File: config.mk
export PLATFORM = sky130hd
export DESIGN_NAME = lpmc_low_power_ctrl
export DESIGN_NICKNAME = d
export VERILOG_FILES = /design/src/pkg/lpmc_pkg.sv /design/src/rtl/lpmc_pow2_div.sv /design/src/rtl/lpmc_low_power_ctrl.sv
export SDC_FILE = /design/constraint.sdc
export NUM_CORES = 1
export LEC_CHECK = 0
export BUFFER_PORTS_ARGS = -buffer_cell sky130_fd_sc_hd__buf_2
export CORE_ASPECT_RATIO = 0.8
export CORE_MARGIN = 10
export CORE_UTILIZATION = 58
export CTS_BUF_LIST = sky130_fd_sc_hd__clkbuf_4
export CTS_CLUSTER_DIAMETER = 50
export CTS_CLUSTER_SIZE = 24
export DETAILED_ROUTE_END_ITERATION = 6
export GPL_TIMING_DRIVEN = 1
export PLACE_DENSITY = 0.81
export SLEW_MARGIN = 40
export SYNTH_ARGS = -nofsm -noshare
export SYNTH_HDL_FRONTEND = slang
export SYNTH_SLANG_ARGS = --single-unit
File: constraint.sdc
create_clock -name ref_clk_in -period 2.5 [get_ports ref_clk_in]
set_clock_uncertainty 0.15 [all_clocks]
set_input_delay 0.5 -clock ref_clk_in [delete_from_list [all_inputs] [get_ports ref_clk_in]]
set_output_delay 0.5 -clock ref_clk_in [all_outputs]
set_load 0.05 [all_outputs]
File: src/pkg/lpmc_pkg.sv
`default_nettype none
package lpmc_pkg;

	// ****************************************************************
	// register map and field layout
	// ****************************************************************
	localparam int          LPMC_ADDR_W       = 24;
	localparam logic [23:0] LPMC_OPMODE_ADDR  = 24'h0000fa;
	localparam logic [23:0] LPMC_OPERAND_ADDR = 24'h0000fb;
	localparam logic [23:0] LPMC_BUSDRV_ADDR  = 24'h0000fc;
	localparam logic [7:0]  LPMC_OPMODE_RST   = 8'h00;
	localparam logic [7:0]  LPMC_BUSDRV_RST   = 8'h00;
	localparam logic [7:0]  LPMC_BUSDRV_MASK  = 8'h03;

	localparam int LPMC_WP_BIT    = 7;
	localparam int LPMC_DF_LSB    = 3;
	localparam int LPMC_DF_W      = 4;
	localparam int LPMC_BCD_BIT   = 2;
	localparam int LPMC_LPM_LSB   = 0;
	localparam int LPMC_LPM_W     = 2;
	localparam int LPMC_DRVEN_BIT = 0;
	localparam int LPMC_DRVLO_BIT = 1;
	localparam int LPMC_SUPER_BIT = 5;
	localparam int LPMC_IMASK_LSB = 0;
	localparam int LPMC_IMASK_W   = 3;

	localparam logic [2:0] LPMC_FC_SUPER_DATA = 3'h5;

	// ****************************************************************
	// timing counts
	// ****************************************************************
	localparam int          LPMC_DIV_CNT_W    = 15;
	localparam int          LPMC_WAKE_CNT_W   = 17;
	localparam logic [4:0]  LPMC_SETTLE_CLKS  = 5'h10;
	localparam int          LPMC_STOP_TICKS   = 70000;
	localparam logic [16:0] LPMC_DOZE_TICKS   = 17'h009c4;
	localparam logic [16:0] LPMC_STBY_CLKS    = 17'h00002;

	typedef enum logic [1:0] {
		LPMC_MODE_NORMAL  = 2'b00,
		LPMC_MODE_STANDBY = 2'b01,
		LPMC_MODE_DOZE    = 2'b10,
		LPMC_MODE_STOP    = 2'b11
	} lpmc_mode_type;

	typedef enum logic [2:0] {
		LPMC_ST_RUN    = 3'b000,
		LPMC_ST_SETTLE = 3'b001,
		LPMC_ST_REQ    = 3'b010,
		LPMC_ST_DOWN   = 3'b011,
		LPMC_ST_WAKE   = 3'b100
	} lpmc_state_type;

endpackage
`default_nettype wire

File: src/rtl/lpmc_pow2_div.sv
`timescale 1ns/1ps
`default_nettype none
module lpmc_pow2_div
	import lpmc_pkg::*;
#(
	parameter int DF_W  = LPMC_DF_W,
	parameter int CNT_W = LPMC_DIV_CNT_W
)(
	input  wire logic            ref_clk_in,
	input  wire logic            rstn_in,
	input  wire logic            clk_en_in,
	input  wire logic            pll_on_in,
	input  wire logic [DF_W-1:0] df_in,
	output logic                 tick_out
);

	logic [CNT_W-1:0] cnt_q;
	logic [CNT_W-1:0] cnt_d;
	logic [CNT_W-1:0] mask;
	logic             tick_q;
	logic             tick_d;

	// ****************************************************************
	// per-bit mask: low df bits must all be set for a tick
	// ****************************************************************
	genvar gi;
	generate
		for (gi = 0; gi < CNT_W; gi++)
		begin : g_mask
			assign mask[gi] = (gi < int'(df_in));
		end
	endgenerate

	// free-running count, so a new factor never stops the clock
	always_comb
	begin
		cnt_d  = cnt_q + 1'b1;
		tick_d = !pll_on_in || ((cnt_q & mask) == mask);
	end

	// register counter and tick
	always_ff @(posedge ref_clk_in or negedge rstn_in)
	begin
		if (!rstn_in)
		begin
			cnt_q  <= '0;
			tick_q <= 1'b0;
		end
		else if (clk_en_in)
		begin
			cnt_q  <= cnt_d;
			tick_q <= tick_d;
		end
	end

	assign tick_out = tick_q;

endmodule // lpmc_pow2_div
`default_nettype wire

File: src/rtl/lpmc_low_power_ctrl.sv
// Overview of operation
// - stop: oscillator and PLL off, 70000 crystal ticks
// - doze: PLL off, 2500 crystal ticks wake
// - standby: clock gated, wake in few clocks
// - card access wakes section from standby
// - mode field picks normal/standby/doze/stop
// - divide PLL clock by two to df
// - divider only applies with PLL enabled
// - factor change keeps system clock running
// - nonzero factor divides, zero passes undivided
// - write protect bit locks later opmode writes
// - baud bit zero halves baud clock
// - powered down: buses float unless drive enabled
// - drive level bit selects data high/low
// - operand byte write starts power-down request
// - operand bit 5 clear ignores request
// - capture mask; higher interrupt aborts sequence
// - count 16 clocks; grant activity restarts
// - then assert bus request to core
// - after grant enter selected power-down mode
// - wake restarts clocks and releases bus
// - wake during entry abandons the sequence
`timescale 1ns/1ps
`default_nettype none
module lpmc_low_power_ctrl
	import lpmc_pkg::*;
#(
	parameter int STOP_TICKS = LPMC_STOP_TICKS
)(
	input  wire logic                   ref_clk_in,
	input  wire logic                   rstn_in,
	input  wire logic                   clk_en_in,
	input  wire logic [LPMC_ADDR_W-1:0] bus_addr_in,
	input  wire logic [7:0]             bus_wdata_in,
	input  wire logic                   bus_wr_in,
	input  wire logic                   bus_rd_in,
	input  wire logic [2:0]             bus_fc_in,
	input  wire logic                   pll_enable_in,
	input  wire logic                   crystal_tick_in,
	input  wire logic [2:0]             irq_level_in,
	input  wire logic                   bus_grant_in,
	input  wire logic                   bus_grant_acknowledge_in,
	input  wire logic                   wake_event_in,
	input  wire logic                   card_access_in,
	output logic [7:0]                  bus_rdata_out,
	output logic                        bus_request_out,
	output logic                        sys_clk_en_out,
	output logic                        osc_run_out,
	output logic                        pll_run_out,
	output logic                        baud_clk_en_out,
	output logic                        bus_hold_oe_out,
	output logic                        data_hold_level_out,
	output logic [2:0]                  power_state_out
);

	localparam logic [16:0] STOP_TICKS_C = 17'(STOP_TICKS);

	// ****************************************************************
	// register file
	// ****************************************************************
	logic [7:0] opmode_q;
	logic [7:0] opmode_d;
	logic [7:0] busdrv_q;
	logic [7:0] busdrv_d;
	logic [7:0] rdata_q;
	logic [7:0] rdata_d;
	logic       wr_opmode;
	logic       wr_busdrv;
	logic       wr_operand;

	assign wr_opmode  = bus_wr_in && (bus_addr_in == LPMC_OPMODE_ADDR);
	assign wr_busdrv  = bus_wr_in && (bus_addr_in == LPMC_BUSDRV_ADDR);
	assign wr_operand = bus_wr_in && (bus_addr_in == LPMC_OPERAND_ADDR);

	// next register values and read data
	always_comb
	begin
		opmode_d = opmode_q;
		busdrv_d = busdrv_q;
		rdata_d  = 8'h00;
		if (wr_opmode && !opmode_q[LPMC_WP_BIT])
			opmode_d = bus_wdata_in;
		if (wr_busdrv)
			busdrv_d = bus_wdata_in & LPMC_BUSDRV_MASK;
		if (bus_rd_in)
		begin
			if (bus_addr_in == LPMC_OPMODE_ADDR)
				rdata_d = opmode_q;
			else if (bus_addr_in == LPMC_BUSDRV_ADDR)
				rdata_d = busdrv_q;
			else
				rdata_d = 8'h00; // unmapped reads as zero
		end
	end

	// register the file
	always_ff @(posedge ref_clk_in or negedge rstn_in)
	begin
		if (!rstn_in)
		begin
			opmode_q <= LPMC_OPMODE_RST;
			busdrv_q <= LPMC_BUSDRV_RST;
			rdata_q  <= 8'h00;
		end
		else if (clk_en_in)
		begin
			opmode_q <= opmode_d;
			busdrv_q <= busdrv_d;
			rdata_q  <= rdata_d;
		end
	end

	// ****************************************************************
	// field decode
	// ****************************************************************
	logic [LPMC_DF_W-1:0] df;
	lpmc_mode_type        mode;
	logic                 bcd;
	logic                 drv_en;
	logic                 drv_lo;

	assign df     = opmode_q[LPMC_DF_LSB +: LPMC_DF_W];
	assign mode   = lpmc_mode_type'(opmode_q[LPMC_LPM_LSB +: LPMC_LPM_W]);
	assign bcd    = opmode_q[LPMC_BCD_BIT];
	assign drv_en = busdrv_q[LPMC_DRVEN_BIT];
	assign drv_lo = busdrv_q[LPMC_DRVLO_BIT];

	// ****************************************************************
	// system clock divider
	// ****************************************************************
	logic div_tick;

	lpmc_pow2_div #(
		.DF_W  (LPMC_DF_W),
		.CNT_W (LPMC_DIV_CNT_W)
	) u_div (
		.ref_clk_in (ref_clk_in),
		.rstn_in    (rstn_in),
		.clk_en_in  (clk_en_in),
		.pll_on_in  (pll_enable_in),
		.df_in      (df),
		.tick_out   (div_tick)
	);

	// ****************************************************************
	// power-down sequencer
	// ****************************************************************
	lpmc_state_type                state_q;
	lpmc_state_type                state_d;
	logic [LPMC_IMASK_W-1:0]       imask_q;
	logic [LPMC_IMASK_W-1:0]       imask_d;
	logic [4:0]                    settle_q;
	logic [4:0]                    settle_d;
	logic [LPMC_WAKE_CNT_W-1:0]    wake_q;
	logic [LPMC_WAKE_CNT_W-1:0]    wake_d;
	lpmc_mode_type                 dmode_q;
	lpmc_mode_type                 dmode_d;
	logic                          abort;
	logic                          wake_now;

	assign abort    = wake_event_in || (irq_level_in > imask_q);
	assign wake_now = wake_event_in
		|| (dmode_q == LPMC_MODE_STANDBY && card_access_in);

	// next sequencer state
	always_comb
	begin
		state_d  = state_q;
		imask_d  = imask_q;
		settle_d = settle_q;
		wake_d   = wake_q;
		dmode_d  = dmode_q;
		case (state_q)
			LPMC_ST_RUN:
			begin
				if (wr_operand && bus_fc_in == LPMC_FC_SUPER_DATA
					&& bus_wdata_in[LPMC_SUPER_BIT])
				begin
					imask_d  = bus_wdata_in[LPMC_IMASK_LSB +: LPMC_IMASK_W];
					settle_d = LPMC_SETTLE_CLKS;
					state_d  = LPMC_ST_SETTLE;
				end
			end
			LPMC_ST_SETTLE:
			begin
				if (abort)
					state_d = LPMC_ST_RUN;
				else if (bus_grant_in || bus_grant_acknowledge_in)
					settle_d = LPMC_SETTLE_CLKS;
				else if (settle_q == 5'h01)
					state_d = LPMC_ST_REQ;
				else
					settle_d = settle_q - 5'h01;
			end
			LPMC_ST_REQ:
			begin
				if (abort)
					state_d = LPMC_ST_RUN;
				else if (bus_grant_in)
				begin
					dmode_d = mode;
					state_d = (mode == LPMC_MODE_NORMAL) ? LPMC_ST_RUN : LPMC_ST_DOWN;
				end
			end
			LPMC_ST_DOWN:
			begin
				if (wake_now)
				begin
					state_d = LPMC_ST_WAKE;
					case (dmode_q)
						LPMC_MODE_STOP:  wake_d = STOP_TICKS_C;
						LPMC_MODE_DOZE:  wake_d = LPMC_DOZE_TICKS;
						default:         wake_d = LPMC_STBY_CLKS;
					endcase
				end
			end
			LPMC_ST_WAKE:
			begin
				if (wake_q <= 17'h00001)
					state_d = LPMC_ST_RUN;
				else if (dmode_q == LPMC_MODE_STANDBY || crystal_tick_in)
					wake_d = wake_q - 17'h00001;
			end
			default:
				state_d = LPMC_ST_RUN;
		endcase
	end

	// register sequencer
	always_ff @(posedge ref_clk_in or negedge rstn_in)
	begin
		if (!rstn_in)
		begin
			state_q  <= LPMC_ST_RUN;
			imask_q  <= '0;
			settle_q <= 5'h00;
			wake_q   <= '0;
			dmode_q  <= LPMC_MODE_NORMAL;
		end
		else if (clk_en_in)
		begin
			state_q  <= state_d;
			imask_q  <= imask_d;
			settle_q <= settle_d;
			wake_q   <= wake_d;
			dmode_q  <= dmode_d;
		end
	end

	// ****************************************************************
	// output stage
	// ****************************************************************
	logic       breq_d;
	logic       breq_q;
	logic       sclk_d;
	logic       sclk_q;
	logic       osc_d;
	logic       osc_q;
	logic       pll_d;
	logic       pll_q;
	logic       bhalf_d;
	logic       bhalf_q;
	logic       baud_d;
	logic       baud_q;
	logic       hold_d;
	logic       hold_q;
	logic       lvl_d;
	logic       lvl_q;
	logic       down;

	assign down = (state_d == LPMC_ST_DOWN);

	// next output values
	always_comb
	begin
		breq_d  = (state_d == LPMC_ST_REQ) || down
			|| (state_d == LPMC_ST_WAKE);
		sclk_d  = div_tick && !down && (state_d != LPMC_ST_WAKE);
		osc_d   = !(down && dmode_d == LPMC_MODE_STOP);
		pll_d   = pll_enable_in && !(down && (dmode_d == LPMC_MODE_STOP
			|| dmode_d == LPMC_MODE_DOZE));
		bhalf_d = !bhalf_q;
		baud_d  = bcd || bhalf_q;
		hold_d  = down && drv_en;
		lvl_d   = !drv_lo;
	end

	// register outputs
	always_ff @(posedge ref_clk_in or negedge rstn_in)
	begin
		if (!rstn_in)
		begin
			breq_q  <= 1'b0;
			sclk_q  <= 1'b0;
			osc_q   <= 1'b1;
			pll_q   <= 1'b0;
			bhalf_q <= 1'b0;
			baud_q  <= 1'b0;
			hold_q  <= 1'b0;
			lvl_q   <= 1'b1;
		end
		else if (clk_en_in)
		begin
			breq_q  <= breq_d;
			sclk_q  <= sclk_d;
			osc_q   <= osc_d;
			pll_q   <= pll_d;
			bhalf_q <= bhalf_d;
			baud_q  <= baud_d;
			hold_q  <= hold_d;
			lvl_q   <= lvl_d;
		end
	end

	assign bus_rdata_out       = rdata_q;
	assign bus_request_out     = breq_q;
	assign sys_clk_en_out      = sclk_q;
	assign osc_run_out         = osc_q;
	assign pll_run_out         = pll_q;
	assign baud_clk_en_out     = baud_q;
	assign bus_hold_oe_out     = hold_q;
	assign data_hold_level_out = lvl_q;
	assign power_state_out     = state_q;

endmodule // lpmc_low_power_ctrl
`default_nettype wire

# Word-level counts from Yosys, hierarchy flattened

Cells that the tools add are included.

Register bits after elaboration: 72
Bits of input ports: 49
Output and inout bits: 18
Word-level logic and storage cells: 128

Add/subtract/negate cells: 3
$lt $le $gt $ge: 17
Equality and inequality tests: 25
Multiplexer cells: 26
Bitwise operators: 1
Reduce and logical (&&, ||, !) cells: 38

Operator list:

| operator                | number |
|---|---|
| $eq A24 B8 Y1 const B   | 3 |
| $pmux W17 S2            | 2 |
| $mux W17                | 3 |
| $lt A4 B4 Y1 const A    | 7 |
| $mux W3                 | 8 |
| $mux W5                 | 4 |
| $le A17 B1 Y1 const B   | 1 |
| $sub A17 B1 Y17 const B | 1 |
| $lt A3 B4 Y1 const A    | 4 |
| $mux W8                 | 2 |
| $add A15 B1 Y15 const B | 1 |
| $and A15 B15 Y15        | 1 |
| $eq A15 B15 Y1          | 1 |
| $pmux W3 S5             | 1 |
| $logic_and A1 B1 Y1     | 13 |
| $eq A3 B2 Y1 const B    | 4 |
| $mux W2                 | 5 |
| $ne A2 B2 Y1 const B    | 5 |
| $pmux W5 S2             | 1 |
| $reduce_and A5 Y1       | 2 |
| $eq A3 B3 Y1 const B    | 3 |
| $logic_or A1 B1 Y1      | 9 |
| $eq A2 B2 Y1 const B    | 4 |
| $lt A1 B4 Y1 const A    | 2 |
| 13 further kinds        | 23 |

# Logic depth before layout (Yosys ltp)

Gate-level depths: netlist of the first run.

Depth after elaboration: 10
Gate-level depth with buffers: 7
Depth with buffers taken out: 7

# Modules after synthesis

From an unflattened synthesis of the first run, not the netlist that was laid out.

Cells, all modules: 395
Area total of the unflattened synthesis: 3955.0 um^2

Modules (own cells, without submodules):

| module              | times used | cells an instance | area an instance (um^2) | seq. area each (um^2) |
|---|---|---|---|---|
| lpmc_low_power_ctrl | 1          | 314               | 3115.5                  | 1403.8 |
| lpmc_pow2_div       | 1          | 81                | 839.6                   | 400.4 |

# Least setup slack after synthesis of the first run

Ideal clock, no wire load.

Kind: reg-to-reg
Start: register state_q[1] (netlist: power_state_out[1])
End: register wake_q[1]
Library setup time: 125 ps
Arrival: 2276 ps
Data required time: 2225 ps
Slack: -51 ps
Cell stages (with the launch flop): 8
Path buffers: 3
Clock period less this slack: 2551 ps
Cells stage by stage: dfrtp_1 buf_2 or3b_2 clkbuf_1 a21o_1 buf_4 a21oi_4 mux2_2

Word-level cells in the longest chain between the ends: 3
Elaborated cells between the ends (all ways): 8
Those cells by class: eq/ne (5); mux (1); reduce/logical (2)

RTL lines:

| what                                                                | RTL line                   | text |
|---|---|---|
| start, declared                                                     | lpmc_low_power_ctrl.sv:148 | `lpmc_state_type state_q;` |
| start signal, assigned                                              | lpmc_low_power_ctrl.sv:242 | `state_q <= state_d;` |
| $eq A3 B3 Y1 / $eq A3 B2 Y1 (equally long branches)                 | lpmc_low_power_ctrl.sv:173 | `case (state_q)` |
| $ne A2 B2 Y1 (no line) / $reduce_bool A2 Y1 (equally long branches) | -                          |  |
| $reduce_and A5 Y1 (no line)                                         | -                          |  |
| end signal, assigned                                                | lpmc_low_power_ctrl.sv:245 | `wake_q <= wake_d;` |
| end, declared                                                       | lpmc_low_power_ctrl.sv:154 | `logic [LPMC_WAKE_CNT_W-1:0] wake_q;` |

Parallel ways exist; a longest one is shown, timed or not.
A chain may end at the register's enable or synchronous reset.

# Final worst setup path of the first run

Start: register wake_q[12]
End: register wake_q[0]

Word-level cells in the longest chain between the ends: 3

RTL lines:

| what                        | RTL line                   | text |
|---|---|---|
| $le A17 B1 Y1               | lpmc_low_power_ctrl.sv:219 | `if (wake_q <= 17'h00001)` |
| $ne A2 B2 Y1 (no line)      | -                          |  |
| $reduce_and A5 Y1 (no line) | -                          |  |

No other way between the ends.

==> results by stage, run 1 <==
Worst setup path:
- The arrival time at the worst endpoint is 2.65 ns.
- The signal on the critical path passes through or4_4 -> nor4b_4 -> a21o_1 -> a21o_1 -> mux2_2.
- The maximum single-stage delay on the critical path is 0.58 ns.
- The kind of start point of the critical path is a flip-flop.
- Among all stages on the critical path, the largest delay is contributed by sky130_fd_sc_hd__or4_4.
- The data required time at the worst endpoint is 2.74 ns.
- STA classifies the critical path endpoint as a flip-flop.
- The most numerous cell type found on the critical path is sky130_fd_sc_hd__a21o_1.
- For flop-to-flop paths, the worst setup slack is 0.08 ns.
- The critical path in this run is classified as flip-flop to flip-flop.
- The critical-path maximum fanout is 8.

Placed design:
- Buffers placed on the I/O ports in this run total 66.
- The routability congestion estimate from global placement is 0.866.
- The HPWL after detailed placement is 8.16 mm.
- Timing analysis after detailed placement gives a worst setup slack of -0.117 ns.

Synthesis:
- The cell taking the most area after synthesis is sky130_fd_sc_hd__dfrtp_1.
- Of the total synthesized cell area, the portion taken by full adders, half adders and majority gates is 2.50%.
- The number of instances in the synthesized netlist is 400.
- The most used flip-flop cell after synthesis is sky130_fd_sc_hd__dfrtp_1.
- In the post-synthesis netlist, the cell with the most instances is sky130_fd_sc_hd__dfrtp_1.
- After synthesis, the largest area contributor takes up 43.8% of total cell area.
- After synthesis, flip-flops and latches occupy 45.1% of the total area.
- After synthesis, the most frequently instantiated cells are sky130_fd_sc_hd__dfrtp_1 (70), sky130_fd_sc_hd__nor2_1 (34), sky130_fd_sc_hd__a21oi_1 (24).
- The synthesized netlist devotes 19.1% of its cell area to simple gates.
- The combinational family with the most area after synthesis is compound AO/OA/AOI/OAI gates.
- The number of nets handed over by synthesis was 457.
- The mean area per synthesized cell is 10.0 um2.
- The post-synthesis share of cell area spent on xor and xnor gates is 3.28%.
- The count of unique library cells instantiated by Yosys is 65.
- The cell area after synthesis is 4000 um2.
- During synthesis, Yosys emitted a total of 0 warnings.
- Ranked by total cell area, the synthesized netlist is headed by sky130_fd_sc_hd__dfrtp_1 (44%), sky130_fd_sc_hd__mux2_2 (5.3%), sky130_fd_sc_hd__nor2_1 (3.2%), sky130_fd_sc_hd__a21oi_1 (3.0%), sky130_fd_sc_hd__ha_1 (2.5%).
- The fraction of registers with async set or reset after synthesis is 100%.
- Summing the areas of all compound-gate instances in the mapped netlist gives 20.6% of the synthesized area.
- In this run, synthesis produced a sequential element count of 72.
- Counting flops with a built-in enable in the synthesized netlist gives 0.
- After synthesis, the share of cell area in mux cells is 6.10%.

Timing:
- The part of the cycle the worst path needs is 96.7%.
- The worst pin sits at a relative slew slack of 64.7%.
- The slew at the pin closest to its max-slew limit is 0.524 ns.
- The worst path needs 2.42 ns of the cycle, external delays included.
- Setup repair after global routing left no endpoint under its margin.
- In the final timing run, aggregate negative setup slack is 0 ns.
- Setup slack closes at 0.0827 ns.
- Setup violations remaining at the end of the flow were counted as 0.
- The maximum clock frequency is 414 MHz.
- The max-slew violation count came to 0.
- The final number of hold-violating endpoints is 0.

Floorplan:
- The I/O pin count is 67.
- The die covers 10,600 um2.
- The die is 94.3 um tall.
- Row generation in the floorplan step produced 26 rows.
- The effective utilization at floorplan is 61.2%.
- The width of the die is 113 um.
- The core footprint is 6540 um2.

Global routing:
- The number of global-route vias before repair is 3,551.
- The pin count of the biggest net entering global routing is 58.
- The total overflow left after global routing is 0.
- The first-pass GRT wire length is 17.5 mm.
- The number of antenna violations at the first check in global routing is 0.
- The global router's overall resource usage is 20.0%.

CTS:
- Counting along the longest clock path gives a buffer depth of 2.
- The number of buffers added by the clock tree synthesis step is 9.
- The clock latency of the later-clocked register in the worst-skew pair is 0.45 ns.
- The count of buffers added by post-CTS timing repair for setup is 0.
- TritonCTS built the clock tree.
- For this design, the sink count on the clock tree is 72.
- The clock tree root buffer cell is sky130_fd_sc_hd__clkbuf_4.
- After clock tree synthesis, the clock-pin slew on the worst setup and hold paths is 0.13 ns.
- The number of H-tree levels is 3.

Routing:
- The post-detailed-route DRC marker count is 0.
- The via count of the routed design is 3,551.
- The number of vias per cell after detailed routing is 6.14.
- The count of routing violations after the opening detailed-route iteration is 326.
- The detail route stage leaves a number of antenna-violating nets equal to 0.
- The pre-antenna-repair detailed-routing pass consisted of 5 iterations.
- Wires add up to 10.7 mm.
- In the final routed layout, each cell accounts on average for 18.6 um.

Layout:
- The relative area change from synthesis to final layout is 17.6%.
- The number of diodes added for antenna fixing is 0.
- The final layout contains 546 nets.
- Cells with a size suffix above 1 make up 28.9% of the layout.

Power:
- The sum of internal, switching and leakage power is 2.84 mW.
- The power per cell area is 603 nW/um2.
- The leakage power summed over all cells is 2.22 nW.
- VDD sags by at most 0.000443 V.

Run:
- The count of maximum capacitance violations is 0.

Run status:
- The run finished with clean final reports.

Worst hold path:
- The path class of the tightest hold or removal check is input pin to flip-flop.
## worst paths after layout
check | endpoint | cells after the start | from
worst max-delay path | wake_q[0]$_DFFE_PN0P_ | 5 | wake_q[12]$_DFFE_PN0P_
worst min-delay path | opmode_q[7]$_DFFE_PN0P_ | 2 | bus_wdata_in[7]
worst max register to register | wake_q[0]$_DFFE_PN0P_ | 5 | wake_q[12]$_DFFE_PN0P_
worst min register to register | u_div.cnt_q[11]$_DFFE_PN0P_ | 1 | u_div.cnt_q[11]$_DFFE_PN0P_
max in group asynchronous | data_hold_level_out$_DFFE_PN1P_ | 3 | rstn_in
min in group asynchronous | wake_q[10]$_DFFE_PN0P_ | 2 | rstn_in
## metal layers
metal  global-route usage (%)  vias up  part of all wire, %
met5                        0        -                    0
met4                     6.96        0                  2.0
met3                     6.00       29                  5.9
met2                     30.4      114                   47
met1                     26.4     1734                   45
li1                         -     1674                    -
## flip-flops by register name (all words and copies together) (netlist names), 3 cells and up
register         cells
wake_q              17
u_div.cnt_q         15
bus_rdata_out        8
opmode_q             8
settle_q             5
imask_q              3
power_state_out      3
## logic make-up after synthesis
logic type	after synthesis
buffers and inverters	34
AO/OA/AOI/OAI	115
flip-flops	72
adder cells (fa/ha/maj)	8
XOR/XNOR	15
multiplexers	22
AND/OR/NAND/NOR	134
## cell usage in the layout (no fill, tap or decap), types with 4 or more instances in the layout
cell type / instances
sky130_fd_sc_hd__a21o_1: 8
sky130_fd_sc_hd__or3_1: 5
sky130_fd_sc_hd__a221oi_1: 5
sky130_fd_sc_hd__a21oi_1: 24
sky130_fd_sc_hd__buf_2: 66
sky130_fd_sc_hd__ha_1: 8
sky130_fd_sc_hd__nor3b_1: 4
sky130_fd_sc_hd__dfrtp_1: 68
sky130_fd_sc_hd__xor2_1: 6
sky130_fd_sc_hd__nand4_1: 8
sky130_fd_sc_hd__a22oi_1: 4
sky130_fd_sc_hd__nor2b_1: 6
sky130_fd_sc_hd__inv_1: 21
sky130_fd_sc_hd__nand2_1: 22
sky130_fd_sc_hd__and3_1: 7
sky130_fd_sc_hd__o221ai_1: 4
sky130_fd_sc_hd__a22o_1: 7
sky130_fd_sc_hd__nor2_1: 34
sky130_fd_sc_hd__o21ai_0: 11
sky130_fd_sc_hd__clkbuf_4: 9
sky130_fd_sc_hd__o2bb2ai_1: 4
sky130_fd_sc_hd__nand2b_1: 6
sky130_fd_sc_hd__buf_4: 23
sky130_fd_sc_hd__a31oi_1: 10
sky130_fd_sc_hd__xnor2_1: 9
sky130_fd_sc_hd__nand3_1: 6
sky130_fd_sc_hd__o21a_1: 6
sky130_fd_sc_hd__mux2_2: 19
sky130_fd_sc_hd__nor3_1: 11
## area by class of cell
type	count	area, um2
clock inverters	7	47.5
fillers	492	1830
clock buffers	9	67.6
flip-flops and latches	72	1810
inverters	21	78.8
repair buffers	91	533
well taps	84	105
multi-input cells	294	2070
## worst max-delay path, delay by kind of cell (launching register included)
kind,cells,cell delay [ns]
compound gates,2,0.72
flops,1,0.43
mux,1,0.22
simple gates,2,0.85
## where the power goes
part | total (mW) | switching, mW | internal [mW] | leakage, nW
Clock | 0.650 | 0.447 | 0.203 | 0.0621
Sequential | 1.51 | 0.199 | 1.31 | 0.925
Combinational | 0.677 | 0.381 | 0.296 | 1.24
Total | 2.84 | 1.03 | 1.81 | 2.22
## timing repair
action / in CTS / in global routing
hold endpoints to repair: 15 / 0
endpoints found under the setup margin: 0 / 7
resized for setup: 0 / 2
hold buffers: 1 / 0
## metrics by stage
stage / instances / util, % / cell area [um2] / hold WS (ns)
finish: 578 / 72.0 / 4710 / 0.0998
detailed placement: 561 / 70.0 / 4580 / 0.306
CTS: 578 / 71.9 / 4700 / 0.0989
global placement: 561 / 70.0 / 4580 / 0.298
floorplan: 400 / - / 4010 / 0.0544
global route: 578 / 72.0 / 4710 / 0.0847
Power figures use the tool's default switching activity.
==> inputs of run 2 (changes only) <==
Settings changed: CORE_UTILIZATION 58 to 45, PLACE_DENSITY 0.81 to 0.75.
==> results by stage, run 2 (synthesis gave the netlist of run 1 again) <==
CTS:
- The H-tree generated during clock tree synthesis spans 3 levels.
- After clock tree synthesis, the clock-pin slew on the worst setup and hold paths is 0.12 ns.
- The clock passes through at most 2 buffers.
- The CTS tree is built.
- For the worst-skew pair, the clock arrives at the later sink with an insertion delay of 0.43 ns.
- The clock sink count is 72.
- Once the clock tree was built, the setup fixing pass inserted 0 buffers.
- The number of buffers added by the clock tree synthesis step is 9.
- The clock tree root buffer cell is sky130_fd_sc_hd__clkbuf_4.

Global routing:
- The number of antenna violations at the first check in global routing came to 0.
- The first-pass GRT wire length is 17.6 mm.
- The pin count of the biggest net entering global routing is 73.
- The overflow left after global routing is 0.
- The number of global-route vias before repair came to 3,518.
- The global router's overall resource usage is 16.0%.

Floorplan:
- Once the floorplan was initialized, standard cells occupied 46.8% of the core.
- The die footprint is 13,100 um2.
- The floorplan step set the die width to 125 um.
- In this run the standard cell core region covers 8560 um2.
- From bottom edge to top edge, the die measures 104 um.
- Pin placement for this block handled 67 I/O pins.
- The floorplan has 30 rows.

Power:
- Summed over all cells, the static leakage comes to 2.24 nW.
- The sum of internal, switching and leakage power is 2.95 mW.
- The maximum vdd ir drop is 0.000306 V.
- The power per cell area is 618 nW/um2.

Layout:
- The flip-flop count of the largest register after layout is 17.
- Leaving out fill and tap cells, the most frequent cell in the layout is sky130_fd_sc_hd__dfrtp_1.
- Fill cells in the final layout number 763.
- For this run, the number of standard cells in the final layout without fillers is 607.
- For this run, the post-layout net count is 546.
- The register bank with the most flops is wake_q.
- The cell area after layout is 4770 um2.
- The relative area change from synthesis to final layout is 19.2%.
- The library cells used most frequently in the layout, excluding fill and tap cells, are sky130_fd_sc_hd__dfrtp_1 (68), sky130_fd_sc_hd__buf_2 (66), sky130_fd_sc_hd__nor2_1 (34).
- The largest registers in the layout are wake_q: 17 flops, u_div.cnt_q: 15 flops.
- The fraction of layout cells with a size suffix above 1 is 28.9%.

Timing:
- The slew at the pin closest to its max-slew limit is 0.559 ns.
- Setup repair after global routing left no endpoint under its margin.
- Timing would allow up to 414 MHz.
- The worst hold slack after final layout is 0.124 ns.
- The worst path uses 96.6% of the clock period.
- Setup violations remaining at the end of the flow were counted as 0.
- The max-slew violation count is 0.
- The final number of hold-violating endpoints is 0.
- The remaining max-slew budget at the tightest pin is 62.5%.
- The total negative slack for setup checks is 0 ns.
- Counting I/O delays and the setup requirement, the final critical path takes 2.41 ns.

Placed design:
- During placement, the flow inserted port buffers numbering 66.
- Including well taps, the total number of placed cells is 589.
- Once detailed placement completed, the half-perimeter wirelength came to 7.93 mm.
- The instance area after placement is 4610 um2.
- The routability congestion estimate from global placement is 0.952.

Worst setup path:
- The capture point of the worst path is wake_q[2]$_DFFE_PN0P_.
- The critical path capture point type is a flip-flop.
- The data required time at the worst endpoint is 2.71 ns.
- STA classifies the critical path startpoint as a flip-flop.
- Measured in cells, the most critical reg-to-reg path has a length of 5.
- The setup check on the worst reg-to-reg path leaves a slack of 0.09 ns.
- The critical setup path kind is flip-flop to flip-flop.
- The critical register-to-register path endpoint is wake_q[2]$_DFFE_PN0P_.
- The startpoint identified for the worst register-to-register timing path is wake_q[12]$_DFFE_PN0P_.
- The critical-path maximum fanout is 8.
- The arrival time at the worst endpoint is 2.63 ns.
- The critical path starts at wake_q[12]$_DFFE_PN0P_.

Routing:
- Using the TritonRoute via totals, the vias-per-cell ratio works out to 5.77.
- In the routed design, unresolved DRC markers number 0.
- The sum of routed wire length over all layers is 10.6 mm.
- After detailed routing, the average wire length per cell comes to 17.4 um.
- The detailed-router iteration count before antenna repair is 6.
- The count of routing violations after the opening detailed-route iteration is 265.
- The via count of the routed design is 3,502.
- The number of nets with antenna violations after routing is 0.

Run:
- The count of maximum capacitance violations is 0.

Run status:
- The flow ran to the end, and the final reports show no timing, DRC or antenna violations.

Worst hold path:
- The class of the most critical hold timing path is input pin to flip-flop.
[run 2: cell count changes in the layout (fill, tap and decap cells not counted), sizes merged]
| cell | change |
|---|---|
| bufinv | +1 |
| clkbuf | +1 |
| clkinv | -1 |
| clkinvlp | -1 |
| diode | +1 |
[run 2: how the worst min path moves through the flow]
stage	start	to	slack, ns	cells past startpoint
global placement	bhalf_q$_DFFE_PN0P_	bhalf_q$_DFFE_PN0P_	0.31	1
floorplan	rstn_in	baud_clk_en_out$_DFFE_PN0P_	0.05	0
CTS	bus_wdata_in[7]	opmode_q[7]$_DFFE_PN0P_	0.10	2
global route	bus_wdata_in[7]	opmode_q[7]$_DFFE_PN0P_	0.09	2
finish	bus_wdata_in[7]	opmode_q[7]$_DFFE_PN0P_	0.12	2
detailed placement	bhalf_q$_DFFE_PN0P_	bhalf_q$_DFFE_PN0P_	0.31	1
[run 2: through the flow]
step,utilization [%],setup slack (ns)
floorplan,-,0.0180
global placement,53.9,-0.0962
finish,55.8,0.0856
global route,55.7,0.00421
CTS,55.7,0.0365
detailed placement,53.9,-0.114
[run 2: layout make-up]
type / count / area, um2 / share of cell area, %
clock inverter: 6 / 68.8 / 1.44
clock buffer: 10 / 75.1 / 1.57
sequential: 72 / 1810 / 37.9
tap: 112 / 140 / 2.94
inverter: 21 / 78.8 / 1.65
antenna: 1 / 2.50 / 0.0524
timing repair buffer: 91 / 533 / 11.2
multi-input combinational: 294 / 2070 / 43.3
[run 2: timing repair]
action	CTS	global route
hold endpoints to repair	70	0
hold buffers	1	0
gates resized for setup	0	2
endpoints found under the setup margin	0	10
[run 2: where the power goes]
| part | leakage [nW] | switching, mW | internal (mW) |
|---|---|---|---|
| clock network | 0.0770 | 0.445 | 0.321 |
| logic | 1.23 | 0.375 | 0.294 |
| registers | 0.925 | 0.199 | 1.31 |
| total | 2.24 | 1.02 | 1.93 |
[run 2: metal layers]
| metal | GRT usage, % | share of wire, % | routed length [um] | vias up |
|---|---|---|---|---|
| met1 | 20.8 | 46 | 4830 | 1699 |
| met5 | 0 | 0 | 0 | - |
| met2 | 25.5 | 48 | 5070 | 104 |
| li1 | - | - | - | 1681 |
| met3 | 3.41 | 4.5 | 471 | 18 |
| met4 | 5.42 | 1.8 | 191 | 0 |
[run 2: worst max-delay path: stages, from the launching register on]
cell and delay, ns:
sky130_fd_sc_hd__dfrtp_1 0.44, sky130_fd_sc_hd__or4_4 0.58, sky130_fd_sc_hd__nor4b_4 0.25, sky130_fd_sc_hd__a21o_1 0.35
sky130_fd_sc_hd__a21o_1 0.38, sky130_fd_sc_hd__o22a_1 0.20
